--- src/vm_regs_pkg.sv ---
package vm_regs_pkg;

  // Bus geometry
  localparam int ADDR_W = 12;
  localparam logic [11:0] TYPE_OFFSET = 12'h004;
  localparam logic [11:0] STATE_OFFSET = 12'h008;
  localparam logic [31:0] READ_ZERO = 32'h0000_0000;

  // Type word fields and codes
  localparam int PRI_MSB = 31;
  localparam int PRI_LSB = 29;
  localparam int PRE_MSB = 28;
  localparam int PRE_LSB = 26;
  localparam int LIST_MSB = 5;
  localparam int LIST_LSB = 0;
  localparam logic [2:0] PRI_CODE = 3'h4;
  localparam logic [2:0] PRE_CODE = 3'h4;
  localparam logic [5:0] LIST_CODE = 6'h03;

  // State word field positions
  localparam int PMASK_MSB = 31;
  localparam int PMASK_LSB = 27;
  localparam int BP_MSB = 23;
  localparam int BP_LSB = 21;
  localparam int ABP_MSB = 20;
  localparam int ABP_LSB = 18;
  localparam int EOIMODE_BIT = 9;
  localparam int CBPR_BIT = 4;
  localparam int FIQ_BIT = 3;
  localparam int ACK_BIT = 2;
  localparam int G1EN_BIT = 1;
  localparam int G0EN_BIT = 0;
  localparam logic [31:0] STATE_RW_MASK = 32'hF8FC_021F;

  // Reset values and binary point limits
  localparam logic [2:0] BP_MIN = 3'h2;
  localparam logic [2:0] BP_SAT = 3'h7;
  localparam logic [4:0] PMASK_RESET = 5'h00;
  localparam logic [5:0] CTL_RESET = 6'h00;

  // Live virtual interface state
  typedef struct packed {
    logic [4:0] priority_mask;
    logic [2:0] binary_point;
    logic [2:0] group1_point;
    logic split_completion;
    logic common_point;
    logic fast_irq;
    logic ack_control;
    logic group1_enable;
    logic group0_enable;
  } vm_state_type;

  // Binary point plus one, saturated
  function automatic logic [2:0] sat_inc(input logic [2:0] v);
    sat_inc = (v == BP_SAT) ? BP_SAT : v + 3'h1;
  endfunction : sat_inc

  // Raise a value to a floor
  function automatic logic [2:0] clamp_up(input logic [2:0] v, input logic [2:0] floor_v);
    clamp_up = (v < floor_v) ? floor_v : v;
  endfunction : clamp_up

  localparam logic [2:0] BP_RESET = BP_MIN;
  localparam logic [2:0] ABP_RESET = sat_inc(BP_MIN);

  // Pack the live state into the register image
  function automatic logic [31:0] pack_state(input vm_state_type s);
    logic [31:0] w;
    w = READ_ZERO;
    w[PMASK_MSB:PMASK_LSB] = s.priority_mask;
    w[BP_MSB:BP_LSB] = s.binary_point;
    w[ABP_MSB:ABP_LSB] = s.group1_point;
    w[EOIMODE_BIT] = s.split_completion;
    w[CBPR_BIT] = s.common_point;
    w[FIQ_BIT] = s.fast_irq;
    w[ACK_BIT] = s.ack_control;
    w[G1EN_BIT] = s.group1_enable;
    w[G0EN_BIT] = s.group0_enable;
    pack_state = w;
  endfunction : pack_state

endpackage : vm_regs_pkg

--- src/vm_state_if.sv ---
// Carrier between the bus front end and the state store
interface vm_state_if;
  // Hypervisor full-word write, already lane-merged and masked
  logic hyp_we;
  logic [31:0] hyp_wdata;
  // Updates from the virtual interface's own registers
  logic vif_pmask_we;
  logic [4:0] vif_pmask;
  logic vif_bp_we;
  logic [2:0] vif_bp;
  logic vif_abp_we;
  logic [2:0] vif_abp;
  logic vif_ctl_we;
  logic [5:0] vif_ctl;
  // Current live state
  vm_regs_pkg::vm_state_type state;

  modport ctrl (
    output hyp_we, hyp_wdata, vif_pmask_we, vif_pmask, vif_bp_we, vif_bp,
    output vif_abp_we, vif_abp, vif_ctl_we, vif_ctl,
    input state
  );
  modport store (
    input hyp_we, hyp_wdata, vif_pmask_we, vif_pmask, vif_bp_we, vif_bp,
    input vif_abp_we, vif_abp, vif_ctl_we, vif_ctl,
    output state
  );
endinterface : vm_state_if

--- src/vm_type_word.sv ---
// Constant implementation type word
module vm_type_word (
  // Assembled word
  output logic [31:0] type_word
);

  // Fixed fields, reserved bits zero; nothing can write this
  always_comb begin
    type_word = vm_regs_pkg::READ_ZERO;
    type_word[vm_regs_pkg::PRI_MSB:vm_regs_pkg::PRI_LSB] = vm_regs_pkg::PRI_CODE;
    type_word[vm_regs_pkg::PRE_MSB:vm_regs_pkg::PRE_LSB] = vm_regs_pkg::PRE_CODE;
    type_word[vm_regs_pkg::LIST_MSB:vm_regs_pkg::LIST_LSB] = vm_regs_pkg::LIST_CODE;
  end

endmodule : vm_type_word

--- src/vm_state_store.sv ---
// Live virtual interface state, shared by hypervisor and virtual interface
module vm_state_store (
  // Clock and reset
  input wire logic pclk,
  input wire logic presetn,
  // Update and readback carrier
  vm_state_if.store sif
);

  // Floor for the group 1 point follows the smallest binary point
  localparam logic [2:0] ABP_FLOOR = vm_regs_pkg::ABP_RESET;

  // Priority mask; the hypervisor restore wins over a same-cycle guest write
  always_ff @(posedge pclk or negedge presetn) begin
    if (!presetn) begin
      sif.state.priority_mask <= vm_regs_pkg::PMASK_RESET;
    end else if (sif.hyp_we) begin
      sif.state.priority_mask <= sif.hyp_wdata[vm_regs_pkg::PMASK_MSB:vm_regs_pkg::PMASK_LSB];
    end else if (sif.vif_pmask_we) begin
      sif.state.priority_mask <= sif.vif_pmask;
    end
  end

  // Binary point, never below the supported minimum
  always_ff @(posedge pclk or negedge presetn) begin
    if (!presetn) begin
      sif.state.binary_point <= vm_regs_pkg::BP_RESET;
    end else if (sif.hyp_we) begin
      sif.state.binary_point <= vm_regs_pkg::clamp_up(
        sif.hyp_wdata[vm_regs_pkg::BP_MSB:vm_regs_pkg::BP_LSB], vm_regs_pkg::BP_MIN);
    end else if (sif.vif_bp_we) begin
      sif.state.binary_point <= vm_regs_pkg::clamp_up(sif.vif_bp, vm_regs_pkg::BP_MIN);
    end
  end

  // Group 1 binary point, floor is minimum plus one saturated
  always_ff @(posedge pclk or negedge presetn) begin
    if (!presetn) begin
      sif.state.group1_point <= vm_regs_pkg::ABP_RESET;
    end else if (sif.hyp_we) begin
      sif.state.group1_point <= vm_regs_pkg::clamp_up(
        sif.hyp_wdata[vm_regs_pkg::ABP_MSB:vm_regs_pkg::ABP_LSB], ABP_FLOOR);
    end else if (sif.vif_abp_we) begin
      sif.state.group1_point <= vm_regs_pkg::clamp_up(sif.vif_abp, ABP_FLOOR);
    end
  end

  // Control bits, all taken together in one access
  always_ff @(posedge pclk or negedge presetn) begin
    if (!presetn) begin
      {sif.state.split_completion, sif.state.common_point, sif.state.fast_irq,
       sif.state.ack_control, sif.state.group1_enable, sif.state.group0_enable}
        <= vm_regs_pkg::CTL_RESET;
    end else if (sif.hyp_we) begin
      {sif.state.split_completion, sif.state.common_point, sif.state.fast_irq,
       sif.state.ack_control, sif.state.group1_enable, sif.state.group0_enable}
        <= {sif.hyp_wdata[vm_regs_pkg::EOIMODE_BIT], sif.hyp_wdata[vm_regs_pkg::CBPR_BIT],
            sif.hyp_wdata[vm_regs_pkg::FIQ_BIT], sif.hyp_wdata[vm_regs_pkg::ACK_BIT],
            sif.hyp_wdata[vm_regs_pkg::G1EN_BIT], sif.hyp_wdata[vm_regs_pkg::G0EN_BIT]};
    end else if (sif.vif_ctl_we) begin
      {sif.state.split_completion, sif.state.common_point, sif.state.fast_irq,
       sif.state.ack_control, sif.state.group1_enable, sif.state.group0_enable}
        <= sif.vif_ctl;
    end
  end

endmodule : vm_state_store

--- src/vm_interface_state_regs.sv ---
// Function
// - Read-only type word, writes ignored
// - Bits 31:29 give priority bits minus one
// - Bits 28:26 give preemption bits minus one
// - Bits 5:0 give list entries minus one
// - State word aliases live state, mask 31:27
// - One access saves or restores all state
// - Bits 23:21 alias binary point
// - Binary point resets to supported minimum
// - Bits 20:18 alias group 1 point
// - Group 1 point resets to minimum+1, max 7
module vm_interface_state_regs (
  // Clock and reset
  input wire logic pclk,
  input wire logic presetn,
  // APB slave
  input wire logic [11:0] paddr,
  input wire logic psel,
  input wire logic penable,
  input wire logic pwrite,
  input wire logic [31:0] pwdata,
  input wire logic [3:0] pstrb,
  output logic [31:0] prdata,
  output logic pready,
  output logic pslverr,
  // Virtual interface register updates
  input wire logic virt_priority_mask_reg_we,
  input wire logic [4:0] virt_priority_mask_reg_wdata,
  input wire logic virt_binary_point_reg_we,
  input wire logic [2:0] virt_binary_point_reg_wdata,
  input wire logic virt_group1_point_reg_we,
  input wire logic [2:0] virt_group1_point_reg_wdata,
  input wire logic virt_cpu_control_reg_we,
  input wire logic [5:0] virt_cpu_control_reg_wdata,
  // Live state presented to the virtual interface
  output logic [4:0] vm_priority_mask,
  output logic [2:0] vm_binary_point,
  output logic [2:0] vm_group1_binary_point,
  output logic vm_split_completion_mode,
  output logic vm_common_point_select,
  output logic vm_fast_irq_enable,
  output logic vm_ack_control,
  output logic vm_group1_enable,
  output logic vm_group0_enable
);

  ////////////////////////////////////////////////////////////////////////////////
  // Declarations

  // Registered bus answer
  logic pready_q;
  logic pready_d;
  logic pslverr_q;
  logic pslverr_d;
  logic [31:0] prdata_q;
  logic [31:0] prdata_d;

  // Decode of the current request
  logic setup_phase; // First cycle of a transfer
  logic access_done; // Completion edge of a transfer
  logic hit_type; // Type word addressed
  logic hit_state; // State word addressed
  logic hit_any; // Any mapped word addressed

  // Views of the two words
  logic [31:0] type_word; // Constant type image
  logic [31:0] state_word; // Packed live state
  logic [31:0] merged_wdata; // Lane-merged write image

  // Carrier to the state store
  vm_state_if sif ();

  ////////////////////////////////////////////////////////////////////////////////
  // Functions

  // Merge write data into an old word under byte strobes
  function automatic logic [31:0] lane_merge(
    input logic [31:0] old_w,
    input logic [31:0] new_w,
    input logic [3:0] strb
  );
    logic [31:0] r;
    r = old_w;
    for (int i = 0; i < 4; i++) begin
      if (strb[i]) begin
        r[i*8 +: 8] = new_w[i*8 +: 8];
      end
    end
    lane_merge = r;
  endfunction : lane_merge

  // Word-aligned match of an address against an offset
  function automatic logic addr_hit(input logic [11:0] a, input logic [11:0] offs);
    addr_hit = (a[11:2] == offs[11:2]);
  endfunction : addr_hit

  ////////////////////////////////////////////////////////////////////////////////
  // Submodules

  // Constant type word
  vm_type_word u_type (
    .type_word(type_word)
  );

  // Live state storage
  vm_state_store u_store (
    .pclk(pclk),
    .presetn(presetn),
    .sif(sif)
  );

  ////////////////////////////////////////////////////////////////////////////////
  // Address decode

  // Phases and hits; low address bits are ignored, every word is aligned
  always_comb begin
    setup_phase = psel && !penable;
    access_done = psel && penable && pready_q;
    hit_type = addr_hit(paddr, vm_regs_pkg::TYPE_OFFSET);
    hit_state = addr_hit(paddr, vm_regs_pkg::STATE_OFFSET);
    hit_any = hit_type || hit_state;
  end

  ////////////////////////////////////////////////////////////////////////////////
  // State word image

  // Reserved positions are zero in the packed image
  always_comb begin
    state_word = vm_regs_pkg::pack_state(sif.state) & vm_regs_pkg::STATE_RW_MASK;
  end

  // Partial writes keep untouched lanes; reserved bits are dropped
  always_comb begin
    merged_wdata = lane_merge(state_word, pwdata, pstrb) & vm_regs_pkg::STATE_RW_MASK;
  end

  ////////////////////////////////////////////////////////////////////////////////
  // Hypervisor write path

  // A state write lands only at the completion edge; type writes go nowhere
  always_comb begin
    sif.hyp_we = access_done && pwrite && hit_state;
    sif.hyp_wdata = merged_wdata;
  end

  ////////////////////////////////////////////////////////////////////////////////
  // Virtual interface update path

  // Guest-side register writes keep the aliases live
  always_comb begin
    sif.vif_pmask_we = virt_priority_mask_reg_we;
    sif.vif_pmask = virt_priority_mask_reg_wdata;
    sif.vif_bp_we = virt_binary_point_reg_we;
    sif.vif_bp = virt_binary_point_reg_wdata;
    sif.vif_abp_we = virt_group1_point_reg_we;
    sif.vif_abp = virt_group1_point_reg_wdata;
    sif.vif_ctl_we = virt_cpu_control_reg_we;
    sif.vif_ctl = virt_cpu_control_reg_wdata;
  end

  ////////////////////////////////////////////////////////////////////////////////
  // Bus answer, next values

  // No wait state: ready rises in the first access cycle
  always_comb begin
    pready_d = setup_phase;
  end

  // Unmapped words answer with an error; mapped ones never do
  always_comb begin
    pslverr_d = setup_phase && !hit_any;
  end

  // Read data sampled in setup; writes and misses read as zero
  always_comb begin
    prdata_d = vm_regs_pkg::READ_ZERO;
    if (setup_phase && !pwrite) begin
      if (hit_type) begin
        prdata_d = type_word;
      end else if (hit_state) begin
        prdata_d = state_word;
      end
    end
  end

  ////////////////////////////////////////////////////////////////////////////////
  // Bus answer, registers

  // Ready pulse
  always_ff @(posedge pclk or negedge presetn) begin
    if (!presetn) begin
      pready_q <= 1'b0;
    end else begin
      pready_q <= pready_d;
    end
  end

  // Error flag, valid alongside ready
  always_ff @(posedge pclk or negedge presetn) begin
    if (!presetn) begin
      pslverr_q <= 1'b0;
    end else begin
      pslverr_q <= pslverr_d;
    end
  end

  // Read data; a guest write in the access cycle is not reflected,
  // trading one cycle of staleness for a registered output
  always_ff @(posedge pclk or negedge presetn) begin
    if (!presetn) begin
      prdata_q <= vm_regs_pkg::READ_ZERO;
    end else begin
      prdata_q <= prdata_d;
    end
  end

  ////////////////////////////////////////////////////////////////////////////////
  // Outputs

  // Bus outputs straight from their flops
  assign prdata = prdata_q;
  assign pready = pready_q;
  assign pslverr = pslverr_q;

  // Live state straight from the store flops
  assign vm_priority_mask = sif.state.priority_mask;
  assign vm_binary_point = sif.state.binary_point;
  assign vm_group1_binary_point = sif.state.group1_point;
  assign vm_split_completion_mode = sif.state.split_completion;
  assign vm_common_point_select = sif.state.common_point;
  assign vm_fast_irq_enable = sif.state.fast_irq;
  assign vm_ack_control = sif.state.ack_control;
  assign vm_group1_enable = sif.state.group1_enable;
  assign vm_group0_enable = sif.state.group0_enable;

endmodule : vm_interface_state_regs

--- config.mk ---
export PLATFORM = sky130hd
export DESIGN_NAME = vm_interface_state_regs
export DESIGN_NICKNAME = d
export VERILOG_FILES = /design/src/vm_regs_pkg.sv /design/src/vm_state_if.sv /design/src/vm_type_word.sv /design/src/vm_state_store.sv /design/src/vm_interface_state_regs.sv
export SDC_FILE = /design/constraint.sdc
export NUM_CORES = 1
export LEC_CHECK = 0
export ABC_AREA = 1
export BUFFER_PORTS_ARGS = -buffer_cell sky130_fd_sc_hd__buf_4
export CAP_MARGIN = 20
export CORE_MARGIN = 2
export CORE_UTILIZATION = 45
export CTS_BUF_LIST = sky130_fd_sc_hd__clkbuf_8
export CTS_CLUSTER_DIAMETER = 120
export DETAILED_ROUTE_END_ITERATION = 7
export GPL_TIMING_DRIVEN = 0
export PLACE_DENSITY = 0.81
export RECOVER_POWER = 100
export SLEW_MARGIN = 20
export SYNTH_ARGS = -nofsm -noshare
export SYNTH_HDL_FRONTEND = slang
export SYNTH_SLANG_ARGS = --single-unit
--- constraint.sdc ---
create_clock -name pclk -period 1.5 [get_ports pclk]
set_input_delay 0.3 -clock pclk [delete_from_list [all_inputs] [get_ports pclk]]
set_output_delay 0.3 -clock pclk [all_outputs]
set_load 0.02 [all_outputs]
Yosys cells after proc, flatten, opt, wreduce, memory -nomap -nowiden
Index checks and enable logic that the tools add are counted.
{"block": "totals", "ff_bits": 51, "in_bits": 74, "output_inout_bits": 51, "word_cells": 58}
{"block": "classes", "n_lt_le_gt_ge": 4, "n_eq_ne": 5, "n_mux": 19, "reduce_logical": 18}
{"cell": "32-bit 2-to-1 mux", "n": 3}
{"cell": "3-bit 2-to-1 mux", "n": 8}
{"cell": "8-bit 2-to-1 mux", "n": 2}
{"cell": "5-bit 2-to-1 mux", "n": 3}
{"cell": "3-bit by 2-bit less-than comparator with 1-bit output (second input constant)", "n": 4}
{"cell": "6-bit 2-to-1 mux", "n": 2}
{"cell": "10-bit by 1-bit equality test with 1-bit output (second input constant)", "n": 1}
{"cell": "10-bit by 2-bit equality test with 1-bit output (second input constant)", "n": 1}
{"cell": "2-bit nonzero test", "n": 4}
{"cell": "1-bit logical AND", "n": 7}
{"cell": "2-bit inequality test (second input constant)", "n": 3}
{"cell": "2-bit AND reduction", "n": 3}
{"cell": "1-bit zero test", "n": 3}
{"cell": "2-bit 2-to-1 mux", "n": 1}
{"cell": "1-bit logical OR", "n": 1}

Longest topological paths before layout
{"block": "logic_depth", "ltp_word": 6, "ltp_mapped": 9, "ltp_nobuf": 9}

Cells and area by module
From an unflattened synthesis, not the netlist that was laid out.
{"block": "unflattened", "cells_unflattened": 295, "hier_area_um2": 2738.9}
{"mod": "vm_interface_state_regs", "seq_area_each_um2": 850.8, "n_inst": 1, "area_each_um2": 1635.3, "cells_per_inst": 148}
{"mod": "vm_state_store", "seq_area_each_um2": 429.2, "n_inst": 1, "area_each_um2": 855.8, "cells_per_inst": 113}
{"mod": "vm_type_word", "seq_area_each_um2": 0.0, "n_inst": 1, "area_each_um2": 247.7, "cells_per_inst": 34}

Least setup slack after synthesis
No wires, ideal clock.
{"block": "synth_timing", "path_kind": "register to register", "from": "register pready_q (netlist: pready)", "to": "register, netlist name u_store.sif.state[5]", "setup_slack_ns": 0.124, "path_stages_with_launch": 8, "synth_period_minus_slack_ns": 1.376, "setup_ns": 0.125, "path_buffers": 2, "t_arrival_ns": 1.252, "required_ns": 1.375, "path_cell_list": "dfrtp_1 > nand2_1 > nor2_2 > buf_4 > buf_6 > nand4_1 > nand3_1 > nand3_1"}
{"block": "synth_via", "elab_chain_cells": 5, "elab_cells_between_ends": 7, "classes_between": "eq/ne: 1; mux: 1; reduce/logical: 5"}
{"element": "start, declared", "line": "vm_interface_state_regs.sv:51", "text": "logic pready_q;"}
{"element": "start signal, assigned", "line": "vm_interface_state_regs.sv:194", "text": "pready_q <= pready_d;"}
{"element": "1-bit logical AND (*)", "line": "vm_interface_state_regs.sv:118", "text": "access_done = psel && penable && pready_q;"}
{"element": "1-bit logical AND (*) (2 in a row)", "line": "vm_interface_state_regs.sv:142", "text": "sif.hyp_we = access_done && pwrite && hit_state;"}
{"element": "2-bit inequality test (no line) / 2-bit nonzero test (equally long branches)"}
{"element": "2-bit AND reduction (no line)"}
Mark *: on every way between the ends. The rest lies on a longest branch, timed or not.
A chain may end at the register's enable or synchronous reset.

Final worst setup path
{"block": "layout_timing", "from": "register pready_q (netlist: pready)", "to": "register, netlist name u_store.sif.state[5]"}
{"block": "layout_via", "elab_chain_cells": 5, "elab_cells_between_ends": 7, "classes_between": "eq/ne: 1; mux: 1; reduce/logical: 5"}
{"element": "1-bit logical AND (*)", "line": "vm_interface_state_regs.sv:118"}
{"element": "1-bit logical AND (*) (2 in a row)", "line": "vm_interface_state_regs.sv:142"}
{"element": "2-bit inequality test (no line) / 2-bit nonzero test (equally long branches)"}
{"element": "2-bit AND reduction (no line)"}
Marked as above.

==> flow_metrics.env <==
export IMPL_max_freq_mhz=719
export IMPL_worst_clock_skew_ns=0.00840
export IMPL_grt_setup_unrepaired="false"
export IMPL_grt_pass1_wl_mm=8.99
export IMPL_hold_ws_ns=0.268
export IMPL_status="finished clean"
export IMPL_num_rows=24
export IMPL_syn_to_final_growth_pct=37.6
export IMPL_clockBufferDepth=2
export IMPL_drc=0
export IMPL_fin_area_mm2=0.00289
export IMPL_fillers=409
export IMPL_muxShareOfSynthArea_pct=0
export IMPL_seq_area_frac_synth_pct=43.1
export IMPL_root_buffer="clkbuf_8"
export IMPL_synth_top_family_by_area="simple AND/OR/NAND/NOR gates"
export IMPL_drv_cap=0
export IMPL_cts_made_buffers=5
export IMPL_cp_cell_sequence="nand2_1, nor2_2, buf_4, buf_6, nand4_1, nand3_1, nand3_1"
export IMPL_synth_adder_area_share_pct=0
export IMPL_coreArea_mm2=0.00441
export IMPL_synthTopCellsByArea="dfrtp_1, nand2_1, inv_1"
export IMPL_wl_per_cell_um=12.5
export IMPL_crit_required_ns=1.68
export IMPL_ys_types=25
export IMPL_tritoncts="done"
export IMPL_cts_resized_gates=0
export IMPL_antennaDiodeCount=0
export IMPL_min_delay_path_depth=3
export IMPL_antenna_found_initial=0
export IMPL_power_per_cell_area_mw_per_mm2=820
export IMPL_finalCritPeriodShare_pct=92.8
export IMPL_cpLargestDelayFamily="simple AND/OR/NAND/NOR gates"
export IMPL_syn_inst=281
export IMPL_htreeDepth=2
export IMPL_grt_pass1_vias=1951
export IMPL_grt_overflow_total=0
export IMPL_cts_setup_buffers=0
export IMPL_hold_violations=0
export IMPL_first_pass_iters=4
export IMPL_critical_path_max_stage_delay_ns=0.35
export IMPL_r2r_cells=7
export IMPL_synth_area_mm2=0.00210
export IMPL_synth_xor_area_share_pct=0
export IMPL_cp_slowest_cell="dfrtp_1"
export IMPL_maxSlewHeadroom_pct=40.0
export IMPL_chipHeight_um=72.3
export IMPL_clk_pin_slew_ns=0.07
export IMPL_power_leakage_nw=1.67
export IMPL_final_common_cell="nand2_1"
export IMPL_crit_top_cell="nand3_1"
export IMPL_place_area_mm2=0.00291
export IMPL_finalSetupViolCount=0
export IMPL_gp_congestion=0.852
export IMPL_crit_path_start_kind="flop"
export IMPL_post_route_util_pct=65.5
export IMPL_finalNetCount=469
export IMPL_drt_iter0_markers=119
export IMPL_synth_seq_cells=36
export IMPL_drtAntennaViolNets=0
export IMPL_synth_simple_gate_area_share_pct=38.7
export IMPL_clk_latency_ns=0.29
export IMPL_critical_path_class="reg -> reg"
export IMPL_routed_via_density=4.83
export IMPL_hold_class="in -> reg"
export IMPL_cts_sinks=36
export IMPL_worst_slew_pin_transition_ns=0.900
export IMPL_crit_cells=7
export IMPL_synth_top_area_share_pct=39.3
export IMPL_finalCriticalPeriod_ns=1.39
export IMPL_initial_core_util_pct=47.6
export IMPL_worstPathMaxFanout=10
export IMPL_synth_warnings=0
export IMPL_synth_top_cell_by_area="dfrtp_1"
export IMPL_port_buffers=92
export IMPL_die_w_um=72.3
export IMPL_arrival_ns=1.57
export IMPL_grt_usage_pct=22.3
export IMPL_die_area_mm2=0.00523
export IMPL_critPathBufInv=2
export IMPL_ir_drop_uv=362
export IMPL_dp_hpwl_mm=4.39
export IMPL_layout_common_cells="nand2_1, buf_4, inv_1"
export IMPL_syn_area_per_cell_um2=7.48
export IMPL_via_count=2165
export IMPL_critPathCaptureType="flop"
export IMPL_routed_wl_mm=5.60
export IMPL_synth_compound_area_share_pct=2.92
export IMPL_drive_above_1_share_pct=26.0
export IMPL_slew_viol_final=0
export IMPL_grt_max_degree=37
export IMPL_io_pins=125
cell usage after synthesis (all sizes together):
cell,n
a21oi,6
nand3,25
dfrtp,33
dfstp,3
conb,1
o21ai,4
nand4,15
nor2,19
nand2,107
o21a,1
nor3,6
inv,37
buf,23
or2,1
worst register-to-register path: stages (launching register included):
cell and delay [ns]:
dfrtp_1 0.35, nand2_1 0.07, nor2_2 0.20, buf_4 0.23, buf_6 0.16, nand4_1 0.11, nand3_1 0.10, nand3_1 0.07
state kept, by name, indices dropped and copies added (netlist names):
register and count:
prdata 17, u_store.sif.state 17, pready 1, pslverr 1
where the power goes:
part           switching [W]  internal, W
sequential         0.0000362      0.00102
combinational       0.000283     0.000206
clock               0.000342     0.000486
area by class of cell:
cell class | count | area [um2] | area share [%]
Multi-Input combinational cell | 199 | 922 | 31.9
Buffer | 23 | 179 | 6.19
Sequential cell | 36 | 905 | 31.3
Timing Repair Buffer | 93 | 574 | 19.9
Clock buffer | 5 | 68.8 | 2.38
Inverter | 37 | 139 | 4.80
Tap cell | 52 | 65.1 | 2.25
Clock inverter | 3 | 38.8 | 1.34
logic make-up (layout without fill, tap and decap cells):
logic type             after synthesis  in the layout
AND/OR/NAND/NOR                    173            173
buffers and inverters               60            161
flip-flops                          36             36
AO/OA/AOI/OAI                       11             11
other                                1             15
through the flow:
step	cells	total power, W	setup WS [ns]	TNS, ns
after floorplan	295	0.00134	0.124	0
after global placement	439	0.00158	-0.112	-1.32
after detailed placement	439	0.00159	-0.131	-1.68
after CTS	448	0.00242	0.117	0
after global routing	448	0.00248	0.00346	0
final	448	0.00237	0.108	0
final timing paths:
kind	slack (ns)	from	to
setup / recovery	0.11	pready$_DFF_PN0_	u_store.sif.state[5]$_DFFE_PN0P_
max in group asynchronous	0.24	presetn	u_store.sif.state[0]$_DFFE_PN0P_
min in group asynchronous	0.69	presetn	u_store.sif.state[8]$_DFFE_PN0P_
hold / removal	0.27	virt_cpu_control_reg_wdata[5]	u_store.sif.state[5]$_DFFE_PN0P_
hold reg to reg	0.50	u_store.sif.state[6]$_DFFE_PN1P_	u_store.sif.state[6]$_DFFE_PN1P_
setup reg to reg	0.11	pready$_DFF_PN0_	u_store.sif.state[5]$_DFFE_PN0P_
repair_timing:
item | CTS | global route
setup endpoints to repair | 0 | 0
hold buffers | 1 | 0
hold endpoints to repair | 33 | 0
layer usage:
layer / GRT usage [%] / up-vias / share of wire [%]
li1: - / 1071 / -
met1: 28.6 / 980 / 40
met2: 37.7 / 105 / 49
met3: 4.03 / 9 / 8.7
met4: 7.76 / 0 / 1.5
met5: 0 / - / 0
(Power assumes the default switching activity.)
